[config.mk]
export PLATFORM = sky130hd
export DESIGN_NAME = channel_zero_clock_divider
export DESIGN_NICKNAME = d
export VERILOG_FILES = /design/src/logic/chz_div_pkg.sv /design/src/logic/div_link_if.sv /design/src/logic/div_core.sv /design/src/logic/channel_zero_clock_divider.sv
export SDC_FILE = /design/constraint.sdc
export NUM_CORES = 1
export LEC_CHECK = 0
export BUFFER_PORTS_ARGS = -buffer_cell sky130_fd_sc_hd__buf_2
export CAP_MARGIN = 20
export CORE_ASPECT_RATIO = 2
export CORE_UTILIZATION = 59
export CTS_CLUSTER_SIZE = 25
export DETAILED_ROUTE_END_ITERATION = 8
export PLACE_DENSITY = 0.83
export SLEW_MARGIN = 20
export SYNTH_ARGS = -nofsm -noshare
export SYNTH_HDL_FRONTEND = slang
export SYNTH_HIERARCHICAL = 1
export SYNTH_SLANG_ARGS = --single-unit
[constraint.sdc]
create_clock -name mclk_i -period 2.4 [get_ports mclk_i]
set_input_delay 0.24 -clock mclk_i [delete_from_list [all_inputs] [get_ports mclk_i]]
set_output_delay 0.24 -clock mclk_i [all_outputs]
set_load 0.005 [all_outputs]
[src/logic/chz_div_pkg.sv]
// Constants shared by the channel zero clock divider files.
package chz_div_pkg;
  // Register addresses on the control port.
  localparam logic [9:0] ADDR_CYCLE_COUNTS = 10'h190;
  localparam logic [9:0] ADDR_CONTROL = 10'h191;
  localparam logic [9:0] ADDR_POWER_ROUTING = 10'h192;

  // Field positions in the cycle count register.
  localparam int LOW_CYCLES_MSB = 7;
  localparam int LOW_CYCLES_LSB = 4;
  localparam int HIGH_CYCLES_MSB = 3;
  localparam int HIGH_CYCLES_LSB = 0;

  // Field positions in the control register.
  localparam int BYPASS_BIT = 7;
  localparam int IGNORE_SYNC_BIT = 6;
  localparam int FORCE_BIT = 5;
  localparam int START_HIGH_BIT = 4;
  localparam int PHASE_MSB = 3;
  localparam int PHASE_LSB = 0;

  // Field positions in the power and routing register.
  localparam int POWER_DOWN_BIT = 2;
  localparam int DIRECT_OUT_BIT = 1;
  localparam int DCC_DISABLE_BIT = 0;
  localparam logic [7:0] POWER_ROUTING_MASK = 8'h07;

  // Reset values.
  localparam logic [7:0] CYCLE_COUNTS_RESET = 8'h77;
  localparam logic [7:0] CONTROL_RESET = 8'h00;
  localparam logic [7:0] POWER_ROUTING_RESET = 8'h00;

  // Distribution source select codes.
  localparam logic [1:0] SRC_EXT_CLK = 2'h0;
  localparam logic [1:0] SRC_NO_EFFECT = 2'h1;
  localparam logic [1:0] SRC_OSC = 2'h2;

  // Divider core states.
  typedef enum logic {
    ST_RUN = 1'b0,
    ST_DELAY = 1'b1
  } div_state_t;
endpackage

[src/logic/div_link_if.sv]
// Carrier between the register side and the divider core.
`timescale 1ns/1ps
`default_nettype none
interface div_link_if;
  logic [3:0] low_cycles;
  logic [3:0] high_cycles;
  logic bypass;
  logic ignore_sync;
  logic force_level;
  logic start_high;
  logic [3:0] phase;
  logic sync_pulse;
  logic div_out;

  modport ctrl (
    output low_cycles, high_cycles, bypass, ignore_sync, force_level, start_high, phase, sync_pulse,
    input div_out
  );
  modport core (
    input low_cycles, high_cycles, bypass, ignore_sync, force_level, start_high, phase, sync_pulse,
    output div_out
  );
endinterface
`default_nettype wire

[src/logic/div_core.sv]
// High/low cycle counting divider with phase delay, force and bypass.
`timescale 1ns/1ps
`default_nettype none
module div_core (
  input wire logic mclk_i,
  input wire logic rst_b_i,
  div_link_if.core lnk
);
  import chz_div_pkg::*;

  div_state_t state;
  logic level;
  logic [3:0] cnt;
  logic [3:0] delay_cnt;
  logic bypass_tgl;
  logic out_q;

  // A sync is honoured only while the ignore bit is clear.
  wire sync_take = lnk.sync_pulse & ~lnk.ignore_sync;
  // Forcing needs ignore set and is overridden by bypass.
  wire forced = lnk.force_level & lnk.ignore_sync & ~lnk.bypass;
  wire [3:0] limit = level ? lnk.high_cycles : lnk.low_cycles;
  wire phase_end = (level != 1'b0) ? (cnt == limit) : (cnt == limit);

  // Counter and level; a sync restarts the phase at the start level after the offset delay.
  always_ff @(posedge mclk_i or negedge rst_b_i) begin
    if (!rst_b_i) begin
      state <= ST_RUN;
      level <= 1'b0;
      cnt <= 4'h0;
      delay_cnt <= 4'h0;
    end else if (sync_take) begin
      level <= lnk.start_high;
      cnt <= 4'h0;
      delay_cnt <= lnk.phase;
      state <= (lnk.phase == 4'h0) ? ST_RUN : ST_DELAY;
    end else begin
      unique case (state)
        ST_DELAY: begin
          if (delay_cnt == 4'h1) begin
            state <= ST_RUN;
          end
          delay_cnt <= delay_cnt - 4'h1;
        end
        ST_RUN: begin
          if (phase_end) begin
            level <= ~level;
            cnt <= 4'h0;
          end else begin
            cnt <= cnt + 4'h1;
          end
        end
      endcase
    end
  end

  // Bypass passes the input clock through as a per-edge toggle, at half the input clock rate.
  always_ff @(posedge mclk_i or negedge rst_b_i) begin
    if (!rst_b_i) begin
      bypass_tgl <= 1'b0;
    end else begin
      bypass_tgl <= ~bypass_tgl;
    end
  end

  // Output selection is registered so the consumer sees a clean level.
  always_ff @(posedge mclk_i or negedge rst_b_i) begin
    if (!rst_b_i) begin
      out_q <= 1'b0;
    end else if (lnk.bypass) begin
      out_q <= bypass_tgl;
    end else if (forced) begin
      out_q <= lnk.start_high;
    end else if (state == ST_DELAY) begin
      out_q <= lnk.start_high;
    end else begin
      out_q <= level;
    end
  end

  assign lnk.div_out = out_q;
endmodule
`default_nettype wire

[src/logic/channel_zero_clock_divider.sv]
// Channel zero clock divider: registers, input synchronisers and output routing.
//
// Summary of operation
// - Low time is low field plus one.
// - High time is high field plus one.
// - Bypass powers divider down, passes input clock; here the core counter keeps running.
// - Sync obeyed unless ignore-sync bit set.
// - Force holds start level, needs ignore-sync.
// - Force has no effect while bypassed.
// - Start-level bit picks initial output level.
// - Four-bit phase offset, reset zero.
// - Power-down bit sends three outputs safe.
// - Direct with source 10b routes oscillator.
// - Direct with source 00b routes external clock.
// - Source 01b or direct clear uses divider.
// - Correction disable bit: zero enables correction.
`timescale 1ns/1ps
`default_nettype none
module channel_zero_clock_divider (
  input wire logic mclk_i,
  input wire logic rst_b_i,
  input wire logic [9:0] reg_addr_i,
  input wire logic [7:0] reg_wdata_i,
  input wire logic reg_wr_i,
  input wire logic reg_rd_i,
  output logic [7:0] reg_rdata_o,
  input wire logic [1:0] dist_src_sel_i,
  input wire logic sync_req_i,
  input wire logic osc_clk_i,
  input wire logic ext_clk_i,
  output logic group_output_a_o,
  output logic group_output_b_o,
  output logic group_output_c_o,
  output logic duty_cycle_correction_en_o
);
  import chz_div_pkg::*;

  // Register storage.
  logic [7:0] cycle_counts;
  logic [7:0] control;
  logic [2:0] power_routing;

  // Synchronisers for pins outside the clock domain.
  logic sync_meta;
  logic sync_sync;
  logic sync_prev;
  logic osc_meta;
  logic osc_sync;
  logic ext_meta;
  logic ext_sync;

  div_link_if lnk ();

  // Address decode for the control port.
  wire sel_counts = (reg_addr_i == ADDR_CYCLE_COUNTS);
  wire sel_control = (reg_addr_i == ADDR_CONTROL);
  wire sel_power = (reg_addr_i == ADDR_POWER_ROUTING);
  wire wr_counts = reg_wr_i & sel_counts;
  wire wr_control = reg_wr_i & sel_control;
  wire wr_power = reg_wr_i & sel_power;

  // Read data; reserved bits and unmapped addresses read as zero.
  wire [7:0] read_mux = sel_counts ? cycle_counts :
                        sel_control ? control :
                        sel_power ? {5'h00, power_routing} : 8'h00;

  // Cycle count register, reset to eight low and eight high cycles.
  always_ff @(posedge mclk_i or negedge rst_b_i) begin
    if (!rst_b_i) begin
      cycle_counts <= CYCLE_COUNTS_RESET;
    end else if (wr_counts) begin
      cycle_counts <= reg_wdata_i;
    end
  end

  // Control register: bypass, ignore sync, force, start level and phase offset.
  always_ff @(posedge mclk_i or negedge rst_b_i) begin
    if (!rst_b_i) begin
      control <= CONTROL_RESET;
    end else if (wr_control) begin
      control <= reg_wdata_i;
    end
  end

  // Power and routing register; only the three low bits are implemented.
  always_ff @(posedge mclk_i or negedge rst_b_i) begin
    if (!rst_b_i) begin
      power_routing <= POWER_ROUTING_RESET[2:0];
    end else if (wr_power) begin
      power_routing <= reg_wdata_i[2:0] & POWER_ROUTING_MASK[2:0];
    end
  end

  // Registered read port; data appears one clock after the read strobe.
  always_ff @(posedge mclk_i or negedge rst_b_i) begin
    if (!rst_b_i) begin
      reg_rdata_o <= 8'h00;
    end else if (reg_rd_i) begin
      reg_rdata_o <= read_mux;
    end
  end

  // Two-stage synchronisers; the first stage feeds only the second.
  always_ff @(posedge mclk_i or negedge rst_b_i) begin
    if (!rst_b_i) begin
      sync_meta <= 1'b0;
      sync_sync <= 1'b0;
      osc_meta <= 1'b0;
      osc_sync <= 1'b0;
      ext_meta <= 1'b0;
      ext_sync <= 1'b0;
    end else begin
      sync_meta <= sync_req_i;
      sync_sync <= sync_meta;
      osc_meta <= osc_clk_i;
      osc_sync <= osc_meta;
      ext_meta <= ext_clk_i;
      ext_sync <= ext_meta;
    end
  end

  // Edge history on the settled sync level, so one request is one restart.
  always_ff @(posedge mclk_i or negedge rst_b_i) begin
    if (!rst_b_i) begin
      sync_prev <= 1'b0;
    end else begin
      sync_prev <= sync_sync;
    end
  end

  // Configuration to the divider core.
  assign lnk.low_cycles = cycle_counts[LOW_CYCLES_MSB:LOW_CYCLES_LSB];
  assign lnk.high_cycles = cycle_counts[HIGH_CYCLES_MSB:HIGH_CYCLES_LSB];
  assign lnk.bypass = control[BYPASS_BIT];
  assign lnk.ignore_sync = control[IGNORE_SYNC_BIT];
  assign lnk.force_level = control[FORCE_BIT];
  assign lnk.start_high = control[START_HIGH_BIT];
  assign lnk.phase = control[PHASE_MSB:PHASE_LSB];
  assign lnk.sync_pulse = sync_sync & ~sync_prev;

  div_core u_core (
    .mclk_i(mclk_i),
    .rst_b_i(rst_b_i),
    .lnk(lnk)
  );

  // Output routing: direct paths only for codes 00b and 10b; 01b keeps the divider.
  wire pwr_down = power_routing[POWER_DOWN_BIT];
  wire direct = power_routing[DIRECT_OUT_BIT];
  wire route_osc = direct & (dist_src_sel_i == SRC_OSC);
  wire route_ext = direct & (dist_src_sel_i == SRC_EXT_CLK);
  wire group_src = route_osc ? osc_sync :
                   route_ext ? ext_sync : lnk.div_out;
  // Safe power-down parks all three outputs low.
  wire next_group = pwr_down ? 1'b0 : group_src;

  // The three outputs share one source but each has its own flop, as each feeds its own driver.
  always_ff @(posedge mclk_i or negedge rst_b_i) begin
    if (!rst_b_i) begin
      group_output_a_o <= 1'b0;
      group_output_b_o <= 1'b0;
      group_output_c_o <= 1'b0;
    end else begin
      group_output_a_o <= next_group;
      group_output_b_o <= next_group;
      group_output_c_o <= next_group;
    end
  end

  // Correction enable is the inverse of the disable bit; the correction itself is analog.
  always_ff @(posedge mclk_i or negedge rst_b_i) begin
    if (!rst_b_i) begin
      duty_cycle_correction_en_o <= 1'b1;
    end else begin
      duty_cycle_correction_en_o <= ~power_routing[DCC_DISABLE_BIT];
    end
  end
endmodule
`default_nettype wire

# ---- Yosys cells after proc, flatten, opt, wreduce, memory -nomap -nowiden
# Cells that the tools add are included.
dict set report classes {
  mux 22
  n_eq_ne 7
  n_bitwise 15
  n_reduce_logical 5
  n_addsub 2
}
# op n
set op_table {}
lappend op_table {{$eq A10 B9 Y1 const B} 3}
lappend op_table {{$mux W4} 6}
lappend op_table {{$mux W8} 2}
lappend op_table {{$mux W1} 13}
lappend op_table {{$and A1 B1 Y1} 9}
lappend op_table {{$not A1 Y1} 6}
lappend op_table {{$add A4 B1 Y4 const B} 1}
lappend op_table {{$eq A4 B1 Y1 const B} 1}
lappend op_table {{$eq A4 B4 Y1} 1}
lappend op_table {{$logic_not A4 Y1} 1}
lappend op_table {{$reduce_bool A2 Y1} 2}
lappend op_table {{$sub A4 B1 Y4 const B} 1}
lappend op_table {{$mux W3} 1}
lappend op_table {{$eq A2 B2 Y1 const B} 1}
lappend op_table {{$logic_not A2 Y1} 1}
lappend op_table {{$ne A2 B2 Y1 const B} 1}
lappend op_table {{$reduce_and A2 Y1} 1}
dict set report word_totals {
  ff_bits 48
  elab_cells 70
}

# ---- Logic depth before layout (Yosys ltp)
dict set report depth {
  ltp_word 5
  ltp_mapped 6
  mapped_depth_nobuf 5
}

# ---- Hierarchy
# Netlist, hierarchy kept.
# mod n_inst cells_each area_each_um2
set by_module_without_submodules {}
lappend by_module_without_submodules {channel_zero_clock_divider 1 106 1501.4}
lappend by_module_without_submodules {div_core 1 78 726.9}

# ---- Least setup slack after synthesis
# OpenSTA, ideal clock, no wires.
dict set report synth_timing {
  kind {register to register}
  startpoint {reg u_core.level}
  endpoint {reg u_core.level}
  setup_ns 0.137
  slack_ns 1.035
  required_time_ns 2.263
  arrival_time_ns 1.228
  path_stages_with_launch 7
  path_cell_list {dfrtp_1 -> buf_6 -> mux2i_1 -> xor2_1 -> nand4_2 -> mux2i_1 -> o211ai_1}
}
dict set report synth_via {
  elab_chain_cells 4
}
# item line
set synth_rtl {}
lappend synth_rtl {{start, declared} div_core.sv:12} ;# logic level;
lappend synth_rtl {{start signal, assigned} div_core.sv:33} ;# level <= lnk.start_high;
lappend synth_rtl {{start signal, assigned} div_core.sv:47} ;# level <= ~level;
lappend synth_rtl {{$mux W4 or $not A1 Y1 (tied branches)} {div_core.sv:22, div_core.sv:47}}
lappend synth_rtl {{$eq A4 B4 Y1 or $mux W1 (tied branches)} {div_core.sv:23, div_core.sv:46}}
lappend synth_rtl {{$reduce_bool A2 Y1 (no line) or $mux W1 (tied branches)} -}
lappend synth_rtl {{$reduce_and A2 Y1 (no line) or $mux W1 (tied branches)} -}
# Parallel ways exist; a longest one is shown, timed or not. The select of a mux whose other input is x is not followed.
# A chain may end at the register's enable or synchronous reset.

# ---- Final worst setup path
dict set report layout_timing {
  startpoint {reg u_core.state}
  endpoint {reg u_core.delay_cnt[3]}
}
dict set report layout_via {
  elab_chain_cells 1
}
# item line
set layout_rtl {}
lappend layout_rtl {{start, declared} div_core.sv:11} ;# div_state_t state;
lappend layout_rtl {{start signal, assigned} div_core.sv:36} ;# state <= (lnk.phase == 4'h0) ? ST_RUN : ST_DELAY;
lappend layout_rtl {{$reduce_bool A2 Y1 (no line)} -}
lappend layout_rtl {{end signal, assigned} div_core.sv:35} ;# delay_cnt <= lnk.phase;
lappend layout_rtl {{end signal, assigned} div_core.sv:43} ;# delay_cnt <= delay_cnt - 4'h1;
lappend layout_rtl {{end, declared} div_core.sv:14} ;# logic [3:0] delay_cnt;
# Every way passes these cells.

==> results.sh <==
export IMPL_relSlewSlack_pct=66.0
export IMPL_hold_path_class="input pin to register"
export IMPL_rsz0062_at_grt="no"
export IMPL_final_util_pct=70.8
export IMPL_slowest_delay_ns=0.60
export IMPL_grt_pass1_wl_um=7420
export IMPL_synth_area_leaders="dfrtp_1 46%, mux2_2 10%, dfstp_2 8.3%, mux2i_1 4.9%, nand2_1 3.4%"
export IMPL_end_kind="register"
export IMPL_cts_tree="done"
export IMPL_ys_async_sr_fraction_pct=100
export IMPL_r2r_slack_ns=0.78
export IMPL_cp_max_fo=13
export IMPL_critPathArrivalTime_ns=1.80
export IMPL_fin_nets=253
export IMPL_cap_viol_max_count=0
export IMPL_synth_common_cells="41 x dfrtp_1, 20 x mux2_2, 20 x nand2_1, 11 x mux2i_1, 9 x inv_1"
export IMPL_holdPathStages=1
export IMPL_cts_buffers=5
export IMPL_ff2ff_path_depth=4
export IMPL_grt_pass1_vias=1568
export IMPL_finalSetupTns_ns=0
export IMPL_ys_flop_type="dfrtp_1"
export IMPL_setup_viol=0
export IMPL_drt_iter0_markers=34
export IMPL_synth_cells=184
export IMPL_slew_viol_final=0
export IMPL_start_util_pct=61.8
export IMPL_slowest_stage="dfrtp_1"
export IMPL_drive_gt1_share_pct=36.6
export IMPL_die_y_um=88.9
export IMPL_critPathLaunchType="register"
export IMPL_overflow=0
export IMPL_period_needed_ns=1.62
export IMPL_post_cts_buffers=0
export IMPL_antennaDiodeCount=0
export IMPL_yosysSeqAreaShare_pct=54.3
export IMPL_yosysWarnings=6
export IMPL_dieWidth_um=45.5
export IMPL_avgSynthCellArea_sq_um=12.1
export IMPL_drt_total_wl_um=4480
export IMPL_drt_wirelength_per_cell_um=16.4
export IMPL_track_usage_pct=26.1
export IMPL_ir_drop_v=0.000647
export IMPL_viasPerCell=5.72
export IMPL_drc_errors=0
export IMPL_holdWs_ns=0.0410
export IMPL_first_pass_iters=4
export IMPL_fp_dieArea_sq_um=4040
export IMPL_insertion_delay_ns=0.30
export IMPL_ios=39
export IMPL_finalPower_mw=1.79
export IMPL_fin_ws_ns=0.782
export IMPL_p_leak_nw=1.23
export IMPL_rows=31
export IMPL_hold_path_startpoint="sync_req_i"
export IMPL_clkSlewWorstSetupHoldPaths_ns=0.09
export IMPL_cp_cell_sequence="inv_1 -> nor4_1 -> xor2_1 -> mux2_2"
export IMPL_synth_edf_count=0
export IMPL_clockRootBuffer="clkbuf_8"
export IMPL_gp_congestion=0.870
export IMPL_worstSetupPathType="register to register"
export IMPL_ys_seq_elements=48
export IMPL_power_density_nw_per_um2=702
export IMPL_synth_top_area_share_pct=46.0
export IMPL_outcome="complete, no violations"
export IMPL_placement_io_buffers=38
export IMPL_dp_hpwl_um=3190
export IMPL_htreeDepth=2
export IMPL_min_period_over_period_pct=67.4
export IMPL_cts_buffer_depth=2
export IMPL_r2r_start="u_core/state$_DFF_PN0_"
export IMPL_antenna_found_initial=0
export IMPL_hold_buffers=1
export IMPL_worstMarginPinSlew_ns=0.508
export IMPL_hold_viol_final=0
export IMPL_holdPathEnd="sync_meta$_DFF_PN0_"
export IMPL_crit_buf_inv=1
export IMPL_vias=1562
export IMPL_clock_fmax_mhz=618
export IMPL_synthMostInstantiatedCell="dfrtp_1"
export IMPL_ctsResizeCount=0
export IMPL_ys_types=36
export IMPL_core_area_sq_um=3610
export IMPL_area_growth_pct=14.5
export IMPL_cp_top_family="flip-flops"
export IMPL_place_ws_ns=0.797
export IMPL_antenna_left=0
export IMPL_cts_sinks=48
export IMPL_r2r_end="u_core/delay_cnt[3]$_DFFE_PN0P_"
export IMPL_syn_area_sq_um=2230
export IMPL_grt_max_degree=32
export IMPL_fin_skew_ns=0.00395
export IMPL_yosys_area_top_type="dfrtp_1"
export IMPL_synth_nets=214
export IMPL_worstPathRequired_ns=2.59
[cell usage in the layout, fill, tap and decap left out, drive strengths merged, types with 2 or more instances in the layout]
cell / n
o22ai: 3
o21ai: 5
nor2: 5
nor3: 4
mux2: 20
a21oi: 6
nand2: 20
clkbuf: 6
buf: 40
clkinvlp: 2
dfrtp: 41
nand4: 4
o211ai: 2
xor2: 5
inv: 9
nor2b: 6
mux2i: 11
nand3: 2
ha: 3
xnor2: 2
o41ai: 8
nor4: 3
dfstp: 7
and3: 2
[final cells by class]
cell class	instances	area, sq um
clock buffer	6	82.6
sequential	48	1210
clock inverter	2	15.0
timing repair buffer	41	215
fill	282	1050
multi-input combinational	118	935
inverter	9	33.8
tap	49	61.3
[worst max path at each step]
stage | start | endpoint | cells past startpoint
floorplan | u_core/level$_DFFE_PN0P_ | u_core/level$_DFFE_PN0P_ | 6
global placement | reg_addr_i[3] | power_routing[2]$_DFFE_PN0P_ | 4
detailed placement | reg_addr_i[3] | reg_rdata_o[7]$_DFFE_PN0P_ | 4
CTS | u_core/state$_DFF_PN0_ | u_core/delay_cnt[3]$_DFFE_PN0P_ | 4
global route | u_core/state$_DFF_PN0_ | u_core/delay_cnt[3]$_DFFE_PN0P_ | 4
finish | u_core/state$_DFF_PN0_ | u_core/delay_cnt[3]$_DFFE_PN0P_ | 4
[sequential cells by signal, indices dropped and copies added, names as in the netlist]
| name | flops |
|---|---|
| u_core/delay_cnt | 4 |
| duty_cycle_correction_en_o | 1 |
| control | 8 |
| cycle_counts | 8 |
| ext_sync | 1 |
| u_core/lnk.div_out | 1 |
| u_core/state | 1 |
| sync_sync | 1 |
| group_output_c_o | 1 |
| u_core/level | 1 |
| osc_sync | 1 |
| sync_prev | 1 |
| sync_meta | 1 |
| u_core/cnt | 4 |
| u_core/bypass_tgl | 1 |
| osc_meta | 1 |
| reg_rdata_o | 8 |
| ext_meta | 1 |
| power_routing | 3 |
[through the flow]
step                      instances  cell area (sq um)
final                           273               2550
after global routing            273               2550
after CTS                       273               2550
after detailed placement        264               2440
after global placement          264               2440
after floorplan                 184               2230
[worst register-to-register path, stage by stage, from the launching register on]
cell     delay (ns)
dfrtp_1        0.60
inv_1          0.22
nor4_1         0.32
xor2_1         0.11
mux2_2         0.27
[logic make-up after synthesis]
logic type / synth area share [%]
DFF: 54.3
adders and majority gates: 1.68
xor gates and xnor gates: 2.75
muxes: 15.0
and+or+nand+nor: 13.4
AOI/OAI and AO/OA: 9.10
buffers and inverters: 3.76
[power breakdown]
part           switching (mW)  internal (mW)  leakage [nW]
logic                   0.164          0.156         0.571
clock network           0.266          0.233        0.0434
registers              0.0899          0.882         0.613
[metal layers]
layer,GRT usage (%),up-vias,wire length [um]
met5,0,-,0
met4,14.0,0,121
met3,4.44,10,115
met2,44.4,42,2530
met1,29.8,781,1710
li1,-,729,-
Note: power is estimated with default switching activity, not from simulation.
